`src/core/csb_pkg.sv`:
```
package csb_pkg;
    // Printed prescaler compare offsets are register indices
    localparam logic [31:0] CMP_ONE_IDX = 32'hFFFFF321;
    localparam logic [31:0] CMP_TWO_IDX = 32'hFFFFF325;
    localparam logic [31:0] CMP_THREE_IDX = 32'hFFFFF329;
    localparam logic [11:0] ADDR_CMP_ONE = {CMP_ONE_IDX[9:0], 2'b00};
    localparam logic [11:0] ADDR_CMP_TWO = {CMP_TWO_IDX[9:0], 2'b00};
    localparam logic [11:0] ADDR_CMP_THREE = {CMP_THREE_IDX[9:0], 2'b00};
    localparam logic [11:0] ADDR_CTL0 = 12'h000;
    localparam logic [11:0] ADDR_CTL1 = 12'h004;
    localparam logic [11:0] ADDR_CTL2 = 12'h008;
    localparam logic [11:0] ADDR_STATUS = 12'h00C;
    localparam logic [11:0] ADDR_TX = 12'h010;
    localparam logic [11:0] ADDR_RX = 12'h014;
    localparam logic [11:0] ADDR_MODE_ONE = 12'h020;
    localparam logic [11:0] ADDR_MODE_TWO = 12'h024;
    localparam logic [11:0] ADDR_MODE_THREE = 12'h028;
    // control_reg_zero fields
    localparam int unsigned POWER_BIT = 7;
    localparam int unsigned TX_EN_BIT = 6;
    localparam int unsigned RX_EN_BIT = 5;
    localparam int unsigned ORDER_BIT = 4;
    localparam int unsigned MODE_BIT = 1;
    localparam logic [7:0] CTL0_MASK = 8'hF2;
    // control_reg_one fields
    localparam int unsigned POL_BIT = 4;
    localparam int unsigned PHASE_BIT = 3;
    localparam logic [2:0] CKS_EXTERNAL = 3'h7;
    localparam logic [7:0] CTL1_MASK = 8'h1F;
    localparam logic [7:0] CTL2_MASK = 8'h0F;
    // channel_status_reg fields
    localparam int unsigned BUSY_BIT = 7;
    localparam int unsigned FULL_BIT = 1;
    localparam int unsigned OVR_BIT = 0;
    // prescaler_mode_reg fields
    localparam int unsigned BGEN_BIT = 4;
    localparam logic [7:0] MODE_MASK = 8'h13;
    localparam logic [7:0] REG_RESET = 8'h00;
    localparam logic [12:0] CMP_ZERO_RATIO = 13'h0100;
    localparam logic [4:0] LAST_HALF = 5'h0F;
    localparam logic [1:0] RESP_OKAY = 2'h0;
    localparam logic [1:0] RESP_SLVERR = 2'h2;

    typedef enum logic [1:0] {ST_IDLE, ST_SHIFT, ST_TAIL} csb_phase_e;

    typedef struct packed {
        logic awready;
        logic wready;
        logic bvalid;
        logic [1:0] bresp;
        logic arready;
        logic rvalid;
        logic [1:0] rresp;
        logic [31:0] rdata;
        logic aw_held;
        logic w_held;
        logic [11:0] waddr;
        logic [7:0] wdata;
        logic wstrb0;
        logic [7:0] ctl0;
        logic [7:0] ctl1;
        logic [7:0] ctl2;
        logic [7:0] tx_buf;
        logic [7:0] rx_buf;
        logic rx_full;
        logic tx_pend;
        logic rx_go;
        logic overrun;
        logic [2:0][7:0] cmp;
        logic [2:0][7:0] mode;
        logic [2:0][11:0] cnt;
        logic [2:0] tick;
        csb_phase_e st;
        logic [4:0] half;
        logic [7:0] sh;
        logic [7:0] rxsh;
        logic sck;
        logic sck_oe_n;
        logic sdo;
        logic tx_irq;
        logic rx_irq;
        logic [2:0] ck_sync;
        logic [2:0] di_sync;
        logic ck_lvl;
        logic di_lvl;
    } csb_state_s;
endpackage : csb_pkg

```
`src/core/csb_channel.sv`:
```
`timescale 1ns/100ps
// Contract
// - Continuous mode: tx irq on buffer-to-shifter move
// - Single mode: no tx irq, rx irq at end
// - Rx irq when received byte sits in buffer
// - Single mode: tx write while busy discarded
// - Powered down: clock pin hi-Z or idle level
// - Clock pin follows polarity/select rewrites at once
// - Powered down: data pin low or tx bit
// - Data pin follows enable/order/phase rewrites at once
// - Compare registers: 8-bit, whole byte, reset 00
// - Mode registers: byte/bit access, reset 00
// - Count clock = main / (2^(k+1) * N)
// - Compare 00 selects divide by 256
// - Sticky overrun flag, software reads after DMA
// - Phase 1: busy clears half clock after rx irq
// - Rx-only single: busy read starts nothing
module csb_channel (
    // Clock and reset
    input wire logic aclk,
    input wire logic aresetn,
    // AXI4-Lite register port
    input wire logic s_axi_awvalid,
    output logic s_axi_awready,
    input wire logic [11:0] s_axi_awaddr,
    input wire logic s_axi_wvalid,
    output logic s_axi_wready,
    input wire logic [31:0] s_axi_wdata,
    input wire logic [3:0] s_axi_wstrb,
    output logic s_axi_bvalid,
    input wire logic s_axi_bready,
    output logic [1:0] s_axi_bresp,
    input wire logic s_axi_arvalid,
    output logic s_axi_arready,
    input wire logic [11:0] s_axi_araddr,
    output logic s_axi_rvalid,
    input wire logic s_axi_rready,
    output logic [31:0] s_axi_rdata,
    output logic [1:0] s_axi_rresp,
    // Serial pins
    input wire logic serial_clock_pin_i,
    output logic serial_clock_pin_o,
    output logic serial_clock_pin_oe_n,
    input wire logic serial_data_in_pin,
    output logic serial_data_out_pin,
    // Event pulses
    output logic tx_irq,
    output logic rx_complete_irq
);
    csb_pkg::csb_state_s state_reg;
    csb_pkg::csb_state_s state_next;
    logic [2:0][12:0] lim;
    logic ext_edge;
    logic ch_tick;
    logic do_wr;
    logic do_rd;
    logic wr_ok;
    logic busy;
    logic pwr;
    logic cont;
    logic ext;
    logic dir;
    logic dap;
    logic [1:0] sel;
    logic [7:0] rx_nxt;
    logic [7:0] rd_val;
    logic di_cur;

    always_comb begin
        state_next = state_reg;
        ext_edge = 1'b0;
        do_rd = 1'b0;
        wr_ok = 1'b0;
        rd_val = csb_pkg::REG_RESET;
        rx_nxt = state_reg.rxsh;
        state_next.tx_irq = 1'b0;
        state_next.rx_irq = 1'b0;
        pwr = state_reg.ctl0[csb_pkg::POWER_BIT];
        cont = state_reg.ctl0[csb_pkg::MODE_BIT];
        dir = state_reg.ctl0[csb_pkg::ORDER_BIT];
        dap = state_reg.ctl1[csb_pkg::PHASE_BIT];
        ext = state_reg.ctl1[2:0] == csb_pkg::CKS_EXTERNAL;
        busy = state_reg.st != csb_pkg::ST_IDLE;
        // Pin synchronisers
        state_next.ck_sync = {state_reg.ck_sync[1:0], serial_clock_pin_i};
        state_next.di_sync = {state_reg.di_sync[1:0], serial_data_in_pin};
        if (state_reg.ck_sync[1] == state_reg.ck_sync[2]
                && state_reg.ck_sync[2] != state_reg.ck_lvl) begin
            state_next.ck_lvl = state_reg.ck_sync[2];
            ext_edge = 1'b1;
        end
        di_cur = (state_reg.di_sync[1] == state_reg.di_sync[2]) ? state_reg.di_sync[2]
            : state_reg.di_lvl;
        state_next.di_lvl = di_cur;
        // Baud generators
        for (int i = 0; i < 3; i++) begin
            lim[i] = ((state_reg.cmp[i] == csb_pkg::REG_RESET) ? csb_pkg::CMP_ZERO_RATIO
                : {5'h00, state_reg.cmp[i]})
                << ({1'b0, state_reg.mode[i][1:0]} + 3'h1);
            state_next.tick[i] = 1'b0;
            if (!state_reg.mode[i][csb_pkg::BGEN_BIT]) begin
                state_next.cnt[i] = 12'h000;
            end else if ({1'b0, state_reg.cnt[i]} == lim[i] - 13'h0001) begin
                state_next.cnt[i] = 12'h000;
                state_next.tick[i] = 1'b1;
            end else begin
                state_next.cnt[i] = state_reg.cnt[i] + 12'h001;
            end
        end
        sel = (state_reg.ctl1[1:0] == 2'h3) ? 2'h2 : state_reg.ctl1[1:0];
        ch_tick = ext ? ext_edge : state_reg.tick[sel];
        // AXI write channels
        if (state_reg.awready && s_axi_awvalid) begin
            state_next.awready = 1'b0;
            state_next.aw_held = 1'b1;
            state_next.waddr = s_axi_awaddr;
        end
        if (state_reg.wready && s_axi_wvalid) begin
            state_next.wready = 1'b0;
            state_next.w_held = 1'b1;
            state_next.wdata = s_axi_wdata[7:0];
            state_next.wstrb0 = s_axi_wstrb[0];
        end
        if (state_reg.bvalid && s_axi_bready) begin
            state_next.bvalid = 1'b0;
            state_next.awready = 1'b1;
            state_next.wready = 1'b1;
        end
        do_wr = state_reg.aw_held && state_reg.w_held && !state_reg.bvalid;
        if (do_wr) begin
            state_next.aw_held = 1'b0;
            state_next.w_held = 1'b0;
            state_next.bvalid = 1'b1;
            state_next.bresp = csb_pkg::RESP_OKAY;
            wr_ok = state_reg.wstrb0;
            unique case (state_reg.waddr)
                csb_pkg::ADDR_CTL0: begin
                    if (wr_ok) begin
                        state_next.ctl0 = state_reg.wdata & csb_pkg::CTL0_MASK;
                    end
                end
                csb_pkg::ADDR_CTL1: begin
                    if (wr_ok) begin
                        state_next.ctl1 = state_reg.wdata & csb_pkg::CTL1_MASK;
                    end
                end
                csb_pkg::ADDR_CTL2: begin
                    if (wr_ok) begin
                        state_next.ctl2 = state_reg.wdata & csb_pkg::CTL2_MASK;
                    end
                end
                csb_pkg::ADDR_STATUS: begin
                    if (wr_ok && state_reg.wdata[csb_pkg::OVR_BIT]) begin
                        state_next.overrun = 1'b0;
                    end
                end
                csb_pkg::ADDR_TX: begin
                    if (wr_ok && !(pwr && busy && !cont)
                            && !(pwr && cont && state_reg.tx_pend)) begin
                        state_next.tx_buf = state_reg.wdata;
                        state_next.tx_pend = pwr && state_reg.ctl0[csb_pkg::TX_EN_BIT];
                    end
                end
                csb_pkg::ADDR_RX: begin
                end
                csb_pkg::ADDR_MODE_ONE, csb_pkg::ADDR_MODE_TWO, csb_pkg::ADDR_MODE_THREE: begin
                    if (wr_ok) begin
                        state_next.mode[state_reg.waddr[5:4] - 2'h2 + state_reg.waddr[3:2]]
                            = state_reg.wdata & csb_pkg::MODE_MASK;
                    end
                end
                csb_pkg::ADDR_CMP_ONE, csb_pkg::ADDR_CMP_TWO, csb_pkg::ADDR_CMP_THREE: begin
                    if (wr_ok) begin
                        state_next.cmp[state_reg.waddr[5:4]] = state_reg.wdata;
                    end
                end
                default: begin
                    state_next.bresp = csb_pkg::RESP_SLVERR;
                end
            endcase
        end
        // AXI read channels
        if (state_reg.rvalid && s_axi_rready) begin
            state_next.rvalid = 1'b0;
            state_next.arready = 1'b1;
        end
        if (state_reg.arready && s_axi_arvalid) begin
            state_next.arready = 1'b0;
            state_next.rvalid = 1'b1;
            state_next.rresp = csb_pkg::RESP_OKAY;
            do_rd = 1'b1;
            unique case (s_axi_araddr)
                csb_pkg::ADDR_CTL0: rd_val = state_reg.ctl0;
                csb_pkg::ADDR_CTL1: rd_val = state_reg.ctl1;
                csb_pkg::ADDR_CTL2: rd_val = state_reg.ctl2;
                csb_pkg::ADDR_STATUS: begin
                    rd_val[csb_pkg::BUSY_BIT] = busy;
                    rd_val[csb_pkg::FULL_BIT] = state_reg.rx_full;
                    rd_val[csb_pkg::OVR_BIT] = state_reg.overrun;
                end
                csb_pkg::ADDR_TX: rd_val = state_reg.tx_buf;
                csb_pkg::ADDR_RX: begin
                    rd_val = state_reg.rx_buf;
                    state_next.rx_full = 1'b0;
                    if (pwr && !busy && state_reg.ctl0[csb_pkg::RX_EN_BIT]
                            && !state_reg.ctl0[csb_pkg::TX_EN_BIT]) begin
                        state_next.rx_go = 1'b1;
                    end
                end
                csb_pkg::ADDR_MODE_ONE: rd_val = state_reg.mode[0];
                csb_pkg::ADDR_MODE_TWO: rd_val = state_reg.mode[1];
                csb_pkg::ADDR_MODE_THREE: rd_val = state_reg.mode[2];
                csb_pkg::ADDR_CMP_ONE: rd_val = state_reg.cmp[0];
                csb_pkg::ADDR_CMP_TWO: rd_val = state_reg.cmp[1];
                csb_pkg::ADDR_CMP_THREE: rd_val = state_reg.cmp[2];
                default: state_next.rresp = csb_pkg::RESP_SLVERR;
            endcase
            state_next.rdata = {24'h000000, rd_val};
        end
        // Transfer engine
        unique case (state_reg.st)
            csb_pkg::ST_IDLE: begin
                state_next.sck = !state_reg.ctl1[csb_pkg::POL_BIT];
                if (pwr && (state_reg.tx_pend || state_reg.rx_go)) begin
                    state_next.st = csb_pkg::ST_SHIFT;
                    state_next.half = 5'h00;
                    state_next.rx_go = 1'b0;
                    state_next.tx_pend = 1'b0;
                    state_next.tx_irq = cont && state_reg.tx_pend;
                    state_next.sh = state_reg.tx_pend ? state_reg.tx_buf : 8'h00;
                    if (!dap) begin
                        state_next.sdo = dir ? state_next.sh[0] : state_next.sh[7];
                        state_next.sh = dir ? {1'b0, state_next.sh[7:1]}
                            : {state_next.sh[6:0], 1'b0};
                    end
                end
            end
            csb_pkg::ST_SHIFT: begin
                if (ch_tick) begin
                    state_next.sck = !state_reg.sck;
                    state_next.half = state_reg.half + 5'h01;
                    if (state_reg.half[0] == dap) begin
                        rx_nxt = dir ? {di_cur, state_reg.rxsh[7:1]}
                            : {state_reg.rxsh[6:0], di_cur};
                        state_next.rxsh = rx_nxt;
                    end else if (state_reg.half != csb_pkg::LAST_HALF) begin
                        state_next.sdo = dir ? state_reg.sh[0] : state_reg.sh[7];
                        state_next.sh = dir ? {1'b0, state_reg.sh[7:1]}
                            : {state_reg.sh[6:0], 1'b0};
                    end
                    if (state_reg.half == csb_pkg::LAST_HALF) begin
                        if (state_reg.ctl0[csb_pkg::RX_EN_BIT]) begin
                            state_next.rx_buf = rx_nxt;
                            state_next.rx_full = 1'b1;
                            if (state_reg.rx_full) begin
                                state_next.overrun = 1'b1;
                            end
                        end
                        state_next.rx_irq = state_reg.ctl0[csb_pkg::RX_EN_BIT]
                            || !cont;
                        state_next.rx_go = cont && state_reg.ctl0[csb_pkg::RX_EN_BIT]
                            && !state_reg.ctl0[csb_pkg::TX_EN_BIT];
                        state_next.st = dap ? csb_pkg::ST_TAIL : csb_pkg::ST_IDLE;
                    end
                end
            end
            csb_pkg::ST_TAIL: begin
                if (ch_tick) begin
                    state_next.st = csb_pkg::ST_IDLE;
                end
            end
            default: state_next.st = csb_pkg::ST_IDLE;
        endcase
        // Pin levels, taken from the next register values
        state_next.sck_oe_n = state_next.ctl1[2:0] == csb_pkg::CKS_EXTERNAL;
        if (!state_next.ctl0[csb_pkg::POWER_BIT]) begin
            state_next.st = csb_pkg::ST_IDLE;
            state_next.tx_pend = 1'b0;
            state_next.rx_go = 1'b0;
            state_next.sck = !state_next.ctl1[csb_pkg::POL_BIT];
            if (!state_next.ctl0[csb_pkg::TX_EN_BIT] || !state_next.ctl1[csb_pkg::PHASE_BIT]) begin
                state_next.sdo = 1'b0;
            end else begin
                state_next.sdo = state_next.ctl0[csb_pkg::ORDER_BIT] ? state_next.tx_buf[0]
                    : state_next.tx_buf[7];
            end
        end
    end

    always_ff @(posedge aclk) begin
        if (!aresetn) begin
            state_reg <= '0;
            state_reg.awready <= 1'b1;
            state_reg.wready <= 1'b1;
            state_reg.arready <= 1'b1;
            state_reg.sck <= 1'b1;
            state_reg.ck_sync <= 3'h7;
            state_reg.ck_lvl <= 1'b1;
            state_reg.st <= csb_pkg::ST_IDLE;
        end else begin
            state_reg <= state_next;
        end
    end

    assign s_axi_awready = state_reg.awready;
    assign s_axi_wready = state_reg.wready;
    assign s_axi_bvalid = state_reg.bvalid;
    assign s_axi_bresp = state_reg.bresp;
    assign s_axi_arready = state_reg.arready;
    assign s_axi_rvalid = state_reg.rvalid;
    assign s_axi_rdata = state_reg.rdata;
    assign s_axi_rresp = state_reg.rresp;
    assign serial_clock_pin_o = state_reg.sck;
    assign serial_clock_pin_oe_n = state_reg.sck_oe_n;
    assign serial_data_out_pin = state_reg.sdo;
    assign tx_irq = state_reg.tx_irq;
    assign rx_complete_irq = state_reg.rx_irq;
endmodule : csb_channel

```
`config.mk`:
```
export PLATFORM = sky130hd
export DESIGN_NAME = csb_channel
export DESIGN_NICKNAME = d
export VERILOG_FILES = /design/src/core/csb_pkg.sv /design/src/core/csb_channel.sv
export SDC_FILE = /design/constraint.sdc
export NUM_CORES = 1
export LEC_CHECK = 0
export ABC_AREA = 1
export CAP_MARGIN = 20
export CORE_MARGIN = 2
export CORE_UTILIZATION = 53
export DETAILED_ROUTE_END_ITERATION = 8
export DONT_BUFFER_PORTS = 1
export GPL_ROUTABILITY_DRIVEN = 0
export HOLD_SLACK_MARGIN = 0.06
export PLACE_DENSITY_LB_ADDON = 0.2
export SYNTH_ARGS = -nofsm -noshare
export SYNTH_HDL_FRONTEND = slang
export SYNTH_SLANG_ARGS = --single-unit
```
`constraint.sdc`:
```
create_clock -name aclk -period 2.49 [get_ports aclk]
set_input_delay 0 -clock aclk [delete_from_list [all_inputs] [get_ports aclk]]
set_output_delay 0 -clock aclk [all_outputs]
set_load 0.01 [all_outputs]
```
Word level (Yosys, flattened, before mapping). Index checks and enable logic that the tools add are counted.

$add $sub $neg: 12. $mul: 0. Divide/modulo/power cells: 0. Magnitude comparators: 5. Eq/ne operators: 48. Shift operators: 3. Mux-type cells: 91. Bitwise logic cells: 4. Reduce and logical (&&, ||, !) cells: 76.

Operators with widths (number): 2-to-1 mux 8 bit (16); 2-to-1 mux 24 bit (5); equality test 12 bit, second input constant (6); equality test 12 x 6 -> 1 bit, second input constant (6); one-hot mux 5 bit (11 select lines) (1); 2-to-1 mux 49 bit (1); bitwise mux 24 bit (2); equality test 12 x 4 -> 1 bit, second input constant (4); equality test 12 x 5 -> 1 bit, second input constant (4); equality test 12 x 13 -> 1 bit (3); left shift 9 x 3 -> 13 bit (3); subtractor 13 x 1 -> 13 bit, second input constant (3); adder 12 x 1 -> 12 bit, second input constant (3); 2-to-1 mux 1 bit (36); 2-to-1 mux 36 bit (1); demux 8 bit (select 2 bit) (2); 2-to-1 mux 32 bit (1); 2-to-1 mux 9 bit (3); one-hot mux 13 bit (2 select lines) (1); logical AND 1 bit (25); equality test 12 x 3 -> 1 bit, second input constant (2); logical NOT 12 bit (2); logical NOT 8 bit (3); one-hot mux 2 bit (12 select lines) (1); 38 further kinds (105).

Flip-flop bits (word level): 197. Bits in latches: 0. RAM bits: 0. Memory bits (read-only): 0. Bits of input ports: 69. Memories: 0.

Logic depth before layout (Yosys ltp). Gate-level depths: netlist of the first run.

Word-level depth: 15. Mapped depth: 21. Depth with buffers taken out: 19.

Least setup slack after synthesis of the first run. Ideal clock, no wire load.

Path kind: register to register. Start point: register with a tool-made name. End point: register state_reg[41] (netlist bit). Data arrival time: 2404 ps. Data required time: 2373 ps. Slack: -31 ps. Stages on the path, launching flop included: 19. Buffers on the path: 2. Clock period less this slack: 2521 ps. Cell sequence: dfxtp_1 -> ha_1 -> buf_4 -> nor2_1 -> inv_1 -> nor2_2 -> inv_1 -> ha_1 -> xnor2_1 -> o21bai_1 -> a21oi_1 -> nand3_1 -> nor2_1 -> nand2_1 -> nor2_1 -> nand3_2 -> nand2_2 -> buf_6 -> nor2_2.

RTL lines: end signal, assigned (RTL line csb_channel.sv:301) `state_reg <= state_next;`; end, declared (RTL line csb_channel.sv:50) `csb_pkg::csb_state_s state_reg;`.

==> flow_summary.toml, run 1 <==
[logic_synthesis]
ys_seq_elements = 195
muxShareOfSynthArea = 0
synth-compound-area-share = 0.157
synth-async-reset-ratio = 0
yosysTopAreaCellShare = 0.332
synth_edf_count = 0
yosys.area_share.simple = 0.336
synth_xor_area_frac = 0.0407
synth-main-ff-cell = "dfxtp_1"
synthAdderAreaFrac = 0.0128
yosysTopAreaCell = "dfxtp_1"
synthTopCellsByArea = "dfxtp_1, nand2_1, inv_1"
synth_cells = 1766
synth.avg_cell_area_um2 = 6.66
synth.most_common_cell = "nand2_1"
ys_seq_area_frac = 0.332
synth_top_family_by_area = "simple AND/OR/NAND/NOR gates"
synth_area_um2 = 11800
yosys_warnings = 0
synthTopCellsByCount = "nand2_1, inv_1, dfxtp_1"
yosysUniqueCellTypes = 55

[power_and_ir_drop]
p_int_uw = 4600
vdd_drop_max_mv = 0.392
p_total_uw = 6260
combinationalPowerShare = 0.051
swShare = 0.264
p_sw_uw = 1650
cellLeakagePower_uw = 0.00588
pwr-share-clk = 0.434
cellPowerDensity_nw_per_um2 = 445
p_seq_frac = 0.515

[global_routing]
grt_pass1_vias = 10620
grt_overflow = 0
antenna_found_initial = 0
grtUsageTotal = 0.261
grt_max_degree = 116
grt_first_pass_wirelength_um = 50700

[timing]
period_share = 1.01
slew_headroom = 0.546
fin_skew_ns = 0.0138
layout_setup_ws_ns = -0.0250
hold_viol_final = 0
setup_viol_count_final = 6
tightestPinTransition_ns = 0.676
finalCriticalPeriod_ns = 2.51
rsz0062_at_grt = "yes"
drv_slew = 0
fmax_mhz = 398

[drt]
vias_per_cell = 5.45
ant_nets = 0
first_iter_violations = 975
first_pass_iters = 6
drt-total-wl_um = 33100
drc = 0
post_drt_wl_per_cell_um = 15.5
vias = 11645

[final_layout]
multi_input_area_um2 = 7160
final_area_um2 = 14100
final_core_util = 0.644
nets = 1925
syn_to_final_growth_pct = 19.5
regArea_um2 = 3920
drive_gt1_frac = 0.183
fillerInstances = 1914
antenna-diode-count = 0

[die]
die_h_um = 153
die_x_um = 153
core-area_um2 = 21800
placementRows = 54
dieArea_um2 = 23400
ioPinCount = 115
floorplan.initialDensity = 0.539

[placed_design]
hpwl_um = 23000
placed_cell_area_um2 = 12100
port_buffers = 0
preCtsSetupSlack_ns = -0.0921

[cts]
cts_root_buf = "clkbuf_16"
clkTransAtPathRegs_ns = 0.08
htree_levels = 4
cts_tree = "built"
cts_buffer_depth = 2
cts_buffers = 17
clock-sinks = 195
clkLatencyLatePin_ns = 0.45

[setup_path]
reg2reg_depth = 16
worstPathMaxFanout = 8
setup.worst_path.start_class = "flop"
crit_required_ns = 2.83
worst-setup-path-type = "reg2reg"
rrSetupSlack_ns = -0.02
r2r-end = "state_reg[57]$_SDFF_PP0_"
worstPathArrival_ns = 2.85
endpoint = "state_reg[57]$_SDFF_PP0_"
worstSetupEndpointType = "flop"

[run]
cap_violations = 0

[hold_path]
hold_class = "in2reg"

[run_status]
status = "finished, violations left"
violations = "negative setup slack"
## repair_timing
item                                   4_1_cts  5_1_grt
resized for setup                           10      165
setup endpoints to repair                   27       55
gates cloned                                 0        5
endpoints found under the hold margin      166        0
hold buffers                                36        0
setup buffers                                0       23
pin swaps                                    1       50
## stage by stage
stage / hold slack (ns) / setup TNS (ns) / cells
6_report: 0.0940 / -0.124 / 2136
5_1_grt: 0.162 / -3.42 / 2136
4_1_cts: 0.0887 / -0.0103 / 2108
3_5_place_dp: 0.0857 / -1.33 / 2041
3_3_place_gp: 0.0782 / -0.264 / 2041
2_1_floorplan: 0.0976 / 0 / 1791
## cell families after synthesis
logic type | count (synthesis)
compound gates | 320
flops | 195
fa+ha+maj | 12
other cells | 1
xor+xnor | 53
buf+inv | 313
simple gates | 872
## worst min path at each step
| stage | slack [ns] | to | cells after the start | start |
|---|---|---|---|---|
| floorplan | 0.1 | state_next[3]$_SDFF_PN0_ | 2 | serial_data_in_pin |
| global placement | 0.08 | state_reg[7]$_SDFF_PN1_ | 1 | aresetn |
| detailed placement | 0.09 | state_reg[7]$_SDFF_PN1_ | 1 | aresetn |
| CTS | 0.09 | s_axi_awready$_SDFFE_PP1P_ | 3 | s_axi_awvalid |
| global route | 0.16 | s_axi_awready$_SDFFE_PP1P_ | 3 | s_axi_awvalid |
| finish | 0.09 | s_axi_awready$_SDFFE_PP1P_ | 3 | s_axi_awvalid |
## metal layers
metal	track usage	vias up	wire length (µm)
li1	-	5857	-
met1	0.336	5371	14300
met2	0.439	357	16100
met3	0.0544	60	1900
met4	0.0816	0	849
met5	0	-	0
## layout by cell type (no fill, tap or decap), drive strengths merged
master         n
o211ai        19
nor3b          1
nor4           5
nand2        415
a211oi        14
clkinvlp       2
nand3b         6
xor3           1
o21bai         4
dlygate4sd3   35
nand4         14
nand3        171
a21oi        107
a21boi         1
o21ai        122
a2111oi        1
o21a           2
clkbuf        21
xor2          42
a22o           1
inv          225
buf           88
nor2         230
nor3          25
or2            4
dfxtp        195
xnor2         10
a221oi        12
o22ai         25
o221ai         7
clkinv         7
and2           1
conb          26
a31oi          2
ha            12
o31ai          2
a22oi          1
## power groups by stage
stage          sequential [µW]  clock, µW  combinational (µW)
6_report                  3220       2720                 317
5_1_grt                   3230       2850                 354
4_1_cts                   3220       2740                 307
3_5_place_dp              3300          0                 233
3_3_place_gp              3300          0                 226
2_1_floorplan             3270          0                 237
## layout make-up
cell class | instances | area share
Multi-Input combinational cell | 1283 | 0.510
Clock buffer | 18 | 0.0305
Inverter | 220 | 0.0604
Tap cell | 280 | 0.0249
Timing Repair inverter | 1 | 0.000445
Sequential cell | 195 | 0.279
Timing Repair Buffer | 126 | 0.0855
Clock inverter | 13 | 0.00988
## critical path, cell delays in order (launching register included)
cell       delay (ns)
dfxtp_4          0.37
ha_4             0.32
inv_8            0.09
nand3_1          0.11
nand3_1          0.12
nand2_2          0.10
nor2_4           0.13
nand2_1          0.09
nor2_2           0.15
nand2_1          0.09
nor2_1           0.09
nand2_1          0.09
nand2_2          0.12
nand3_4          0.10
o21bai_4         0.21
clkbuf_16        0.19
nor2_2           0.03
Note: power is estimated with default switching activity, not from simulation.
==> run 2, diff against run 1 <==
Settings changed: CORE_MARGIN 2 to 1.5.
==> run 2 against run 1 <==
The flow now finishes without violations. Sequential share of layout area increased by 0.42 points. Cell count decreased by 0.37%. Setup slack improved by 0.051 ns. Via count decreased by 0.69%. Critical path depth increased by 1. Critical endpoint is now state_reg[56]$_SDFF_PP0_. Largest cell class unchanged. Fmax increased by 2.1%. Largest power group unchanged. Non-clock buffer count decreased by 8. Worst hold slack improved by 0.0011 ns.
==> flow_summary.toml, run 2 (synthesis gave the netlist of run 1 again) <==
[die]
floorplan.initialDensity = 0.539
die_h_um = 152
placementRows = 54
die_x_um = 152
core-area_um2 = 21800
dieArea_um2 = 23100
ioPinCount = 115

[final_layout]
fin_cells = 2128
multi_input_area_um2 = 7000
nets = 1916
drive_gt1_frac = 0.173
mostFrequentLayoutCell = "nand2_1"
layout_common_cells = "nand2_1, inv_1, dfxtp_1, nor2_1, nand3_1"
syn_to_final_growth_pct = 17.7
fillerInstances = 1960
antenna-diode-count = 0
final_core_util = 0.634
regArea_um2 = 3910

[setup_path]
path_cells = "ha_4 > buf_4 > nand2_2 > nand3_4 > buf_4 > nand3_4 > nor2_4 > nand2_2 > nor2_4 > nand2_1 > nand2_1 > nand2_1 > nor2_2 > nand2_2 > o21bai_4 > clkbuf_16 > nor2_2"
critPathTopFamily = "simple AND/OR/NAND/NOR gates"
crit_cells = 17
endpoint = "state_reg[56]$_SDFF_PP0_"
rrSetupSlack_ns = 0.03
reg2reg_depth = 17
cpPeakStageDelay_ns = 0.34
worst-path-buf-inv = 3
r2r-end = "state_reg[56]$_SDFF_PP0_"
worstPathMaxFanout = 7
worstSetupEndpointType = "flop"
cpMaxStageDelayCell = "dfxtp_2"
worst-setup-path-type = "reg2reg"
worstPathArrival_ns = 2.79
setup.worst_path.start_class = "flop"
crit_required_ns = 2.82

[global_routing]
grt_pass1_vias = 10554
antenna_found_initial = 0
grtUsageTotal = 0.266
grt_first_pass_wirelength_um = 51100
grt_overflow = 0
grt_max_degree = 115

[drt]
first_iter_violations = 721
first_pass_iters = 5
post_drt_wl_per_cell_um = 15.0
ant_nets = 0
vias = 11565
drc = 0
vias_per_cell = 5.43
drt-total-wl_um = 31900

[power_and_ir_drop]
vdd_drop_max_mv = 0.449
swShare = 0.258
cellPowerDensity_nw_per_um2 = 460
p_sw_uw = 1640
pwr-share-clk = 0.445
p_int_uw = 4720
cellLeakagePower_uw = 0.00581
combinationalPowerShare = 0.049
p_seq_frac = 0.506

[timing]
tightestPinTransition_ns = 0.674
hold_viol_final = 0
finalCriticalPeriod_ns = 2.46
slew_headroom = 0.547
rsz0062_at_grt = "yes"
holdWs_ns = 0.0950
fin_skew_ns = 0.0180
drv_slew = 0
period_share = 0.989
layout_setup_ws_ns = 0.0264
setup_viol_count_final = 0
fmax_mhz = 406

[placed_design]
preCtsSetupSlack_ns = -0.0766
hpwl_um = 22900
placed_cells = 2046
port_buffers = 0

[cts]
cts_root_buf = "clkbuf_16"
cts_buffers = 17
clock-sinks = 195
cts_tree = "built"
clkLatencyLatePin_ns = 0.43
cts_buffer_depth = 2
htree_levels = 4
clkTransAtPathRegs_ns = 0.08

[hold_path]
min_path_cells = 5
hold_class = "in2reg"

[run_status]
status = "finished clean"

[run]
cap_violations = 0
[run 2: through the flow]
stage / setup TNS (ns) / area, µm² / total power [µW]
floorplan: 0 / 11900 / 3500
CTS: -0.00764 / 13200 / 6390
global placement: -0.279 / 12200 / 3520
finish: 0 / 13800 / 6360
detailed placement: -1.22 / 12200 / 3520
global route: -2.32 / 13800 / 6580
[run 2: final cells by class]
type,instances,area share
clock buffer,18,0.0310
clock inverter,14,0.0131
inverter,220,0.0613
multi-input combinational,1283,0.506
sequential,195,0.283
tap,280,0.0253
timing repair buffer,118,0.0803
[run 2: metal layers]
| layer | share of wire | global-route usage |
|---|---|---|
| met1 | 0.44 | 0.343 |
| met2 | 0.47 | 0.440 |
| met3 | 0.048 | 0.0454 |
| met4 | 0.035 | 0.113 |
| met5 | 0 | 0 |
[run 2: power by group through the flow]
stage / combinational (µW) / clock (µW) / sequential [µW]
after floorplan: 237 / 0 / 3270
after global placement: 226 / 0 / 3290
after detailed placement: 231 / 0 / 3290
after CTS: 302 / 2870 / 3220
after global routing: 352 / 3000 / 3230
final: 313 / 2830 / 3220
[run 2: tightest hold or removal path, cell delays in order]
cell and delay [ns]:
nor4_1 0.07, nand2_1 0.13, nand3_1 0.09, nand3_1 0.12
a21oi_1 0.07
[run 2: worst min-delay path by stage]
stage                                             end          startpoint  slack (ns)
after floorplan              state_next[3]$_SDFF_PN0_  serial_data_in_pin         0.1
after global placement        state_reg[7]$_SDFF_PN1_             aresetn        0.08
after detailed placement      state_reg[7]$_SDFF_PN1_             aresetn        0.08
after CTS                  s_axi_awready$_SDFFE_PP1P_       s_axi_awvalid        0.07
after global routing      s_axi_rdata[7]$_SDFFE_PN0P_     s_axi_araddr[0]        0.12
final                     s_axi_rdata[7]$_SDFFE_PN0P_     s_axi_araddr[0]         0.1
[run 2: what timing repair did]
action	CTS	global route
hold endpoints to repair	165	0
resized for setup	8	124
hold buffers	33	0
gates cloned	0	4
setup endpoints to repair	24	56
setup buffers	0	13
pin swaps	1	49
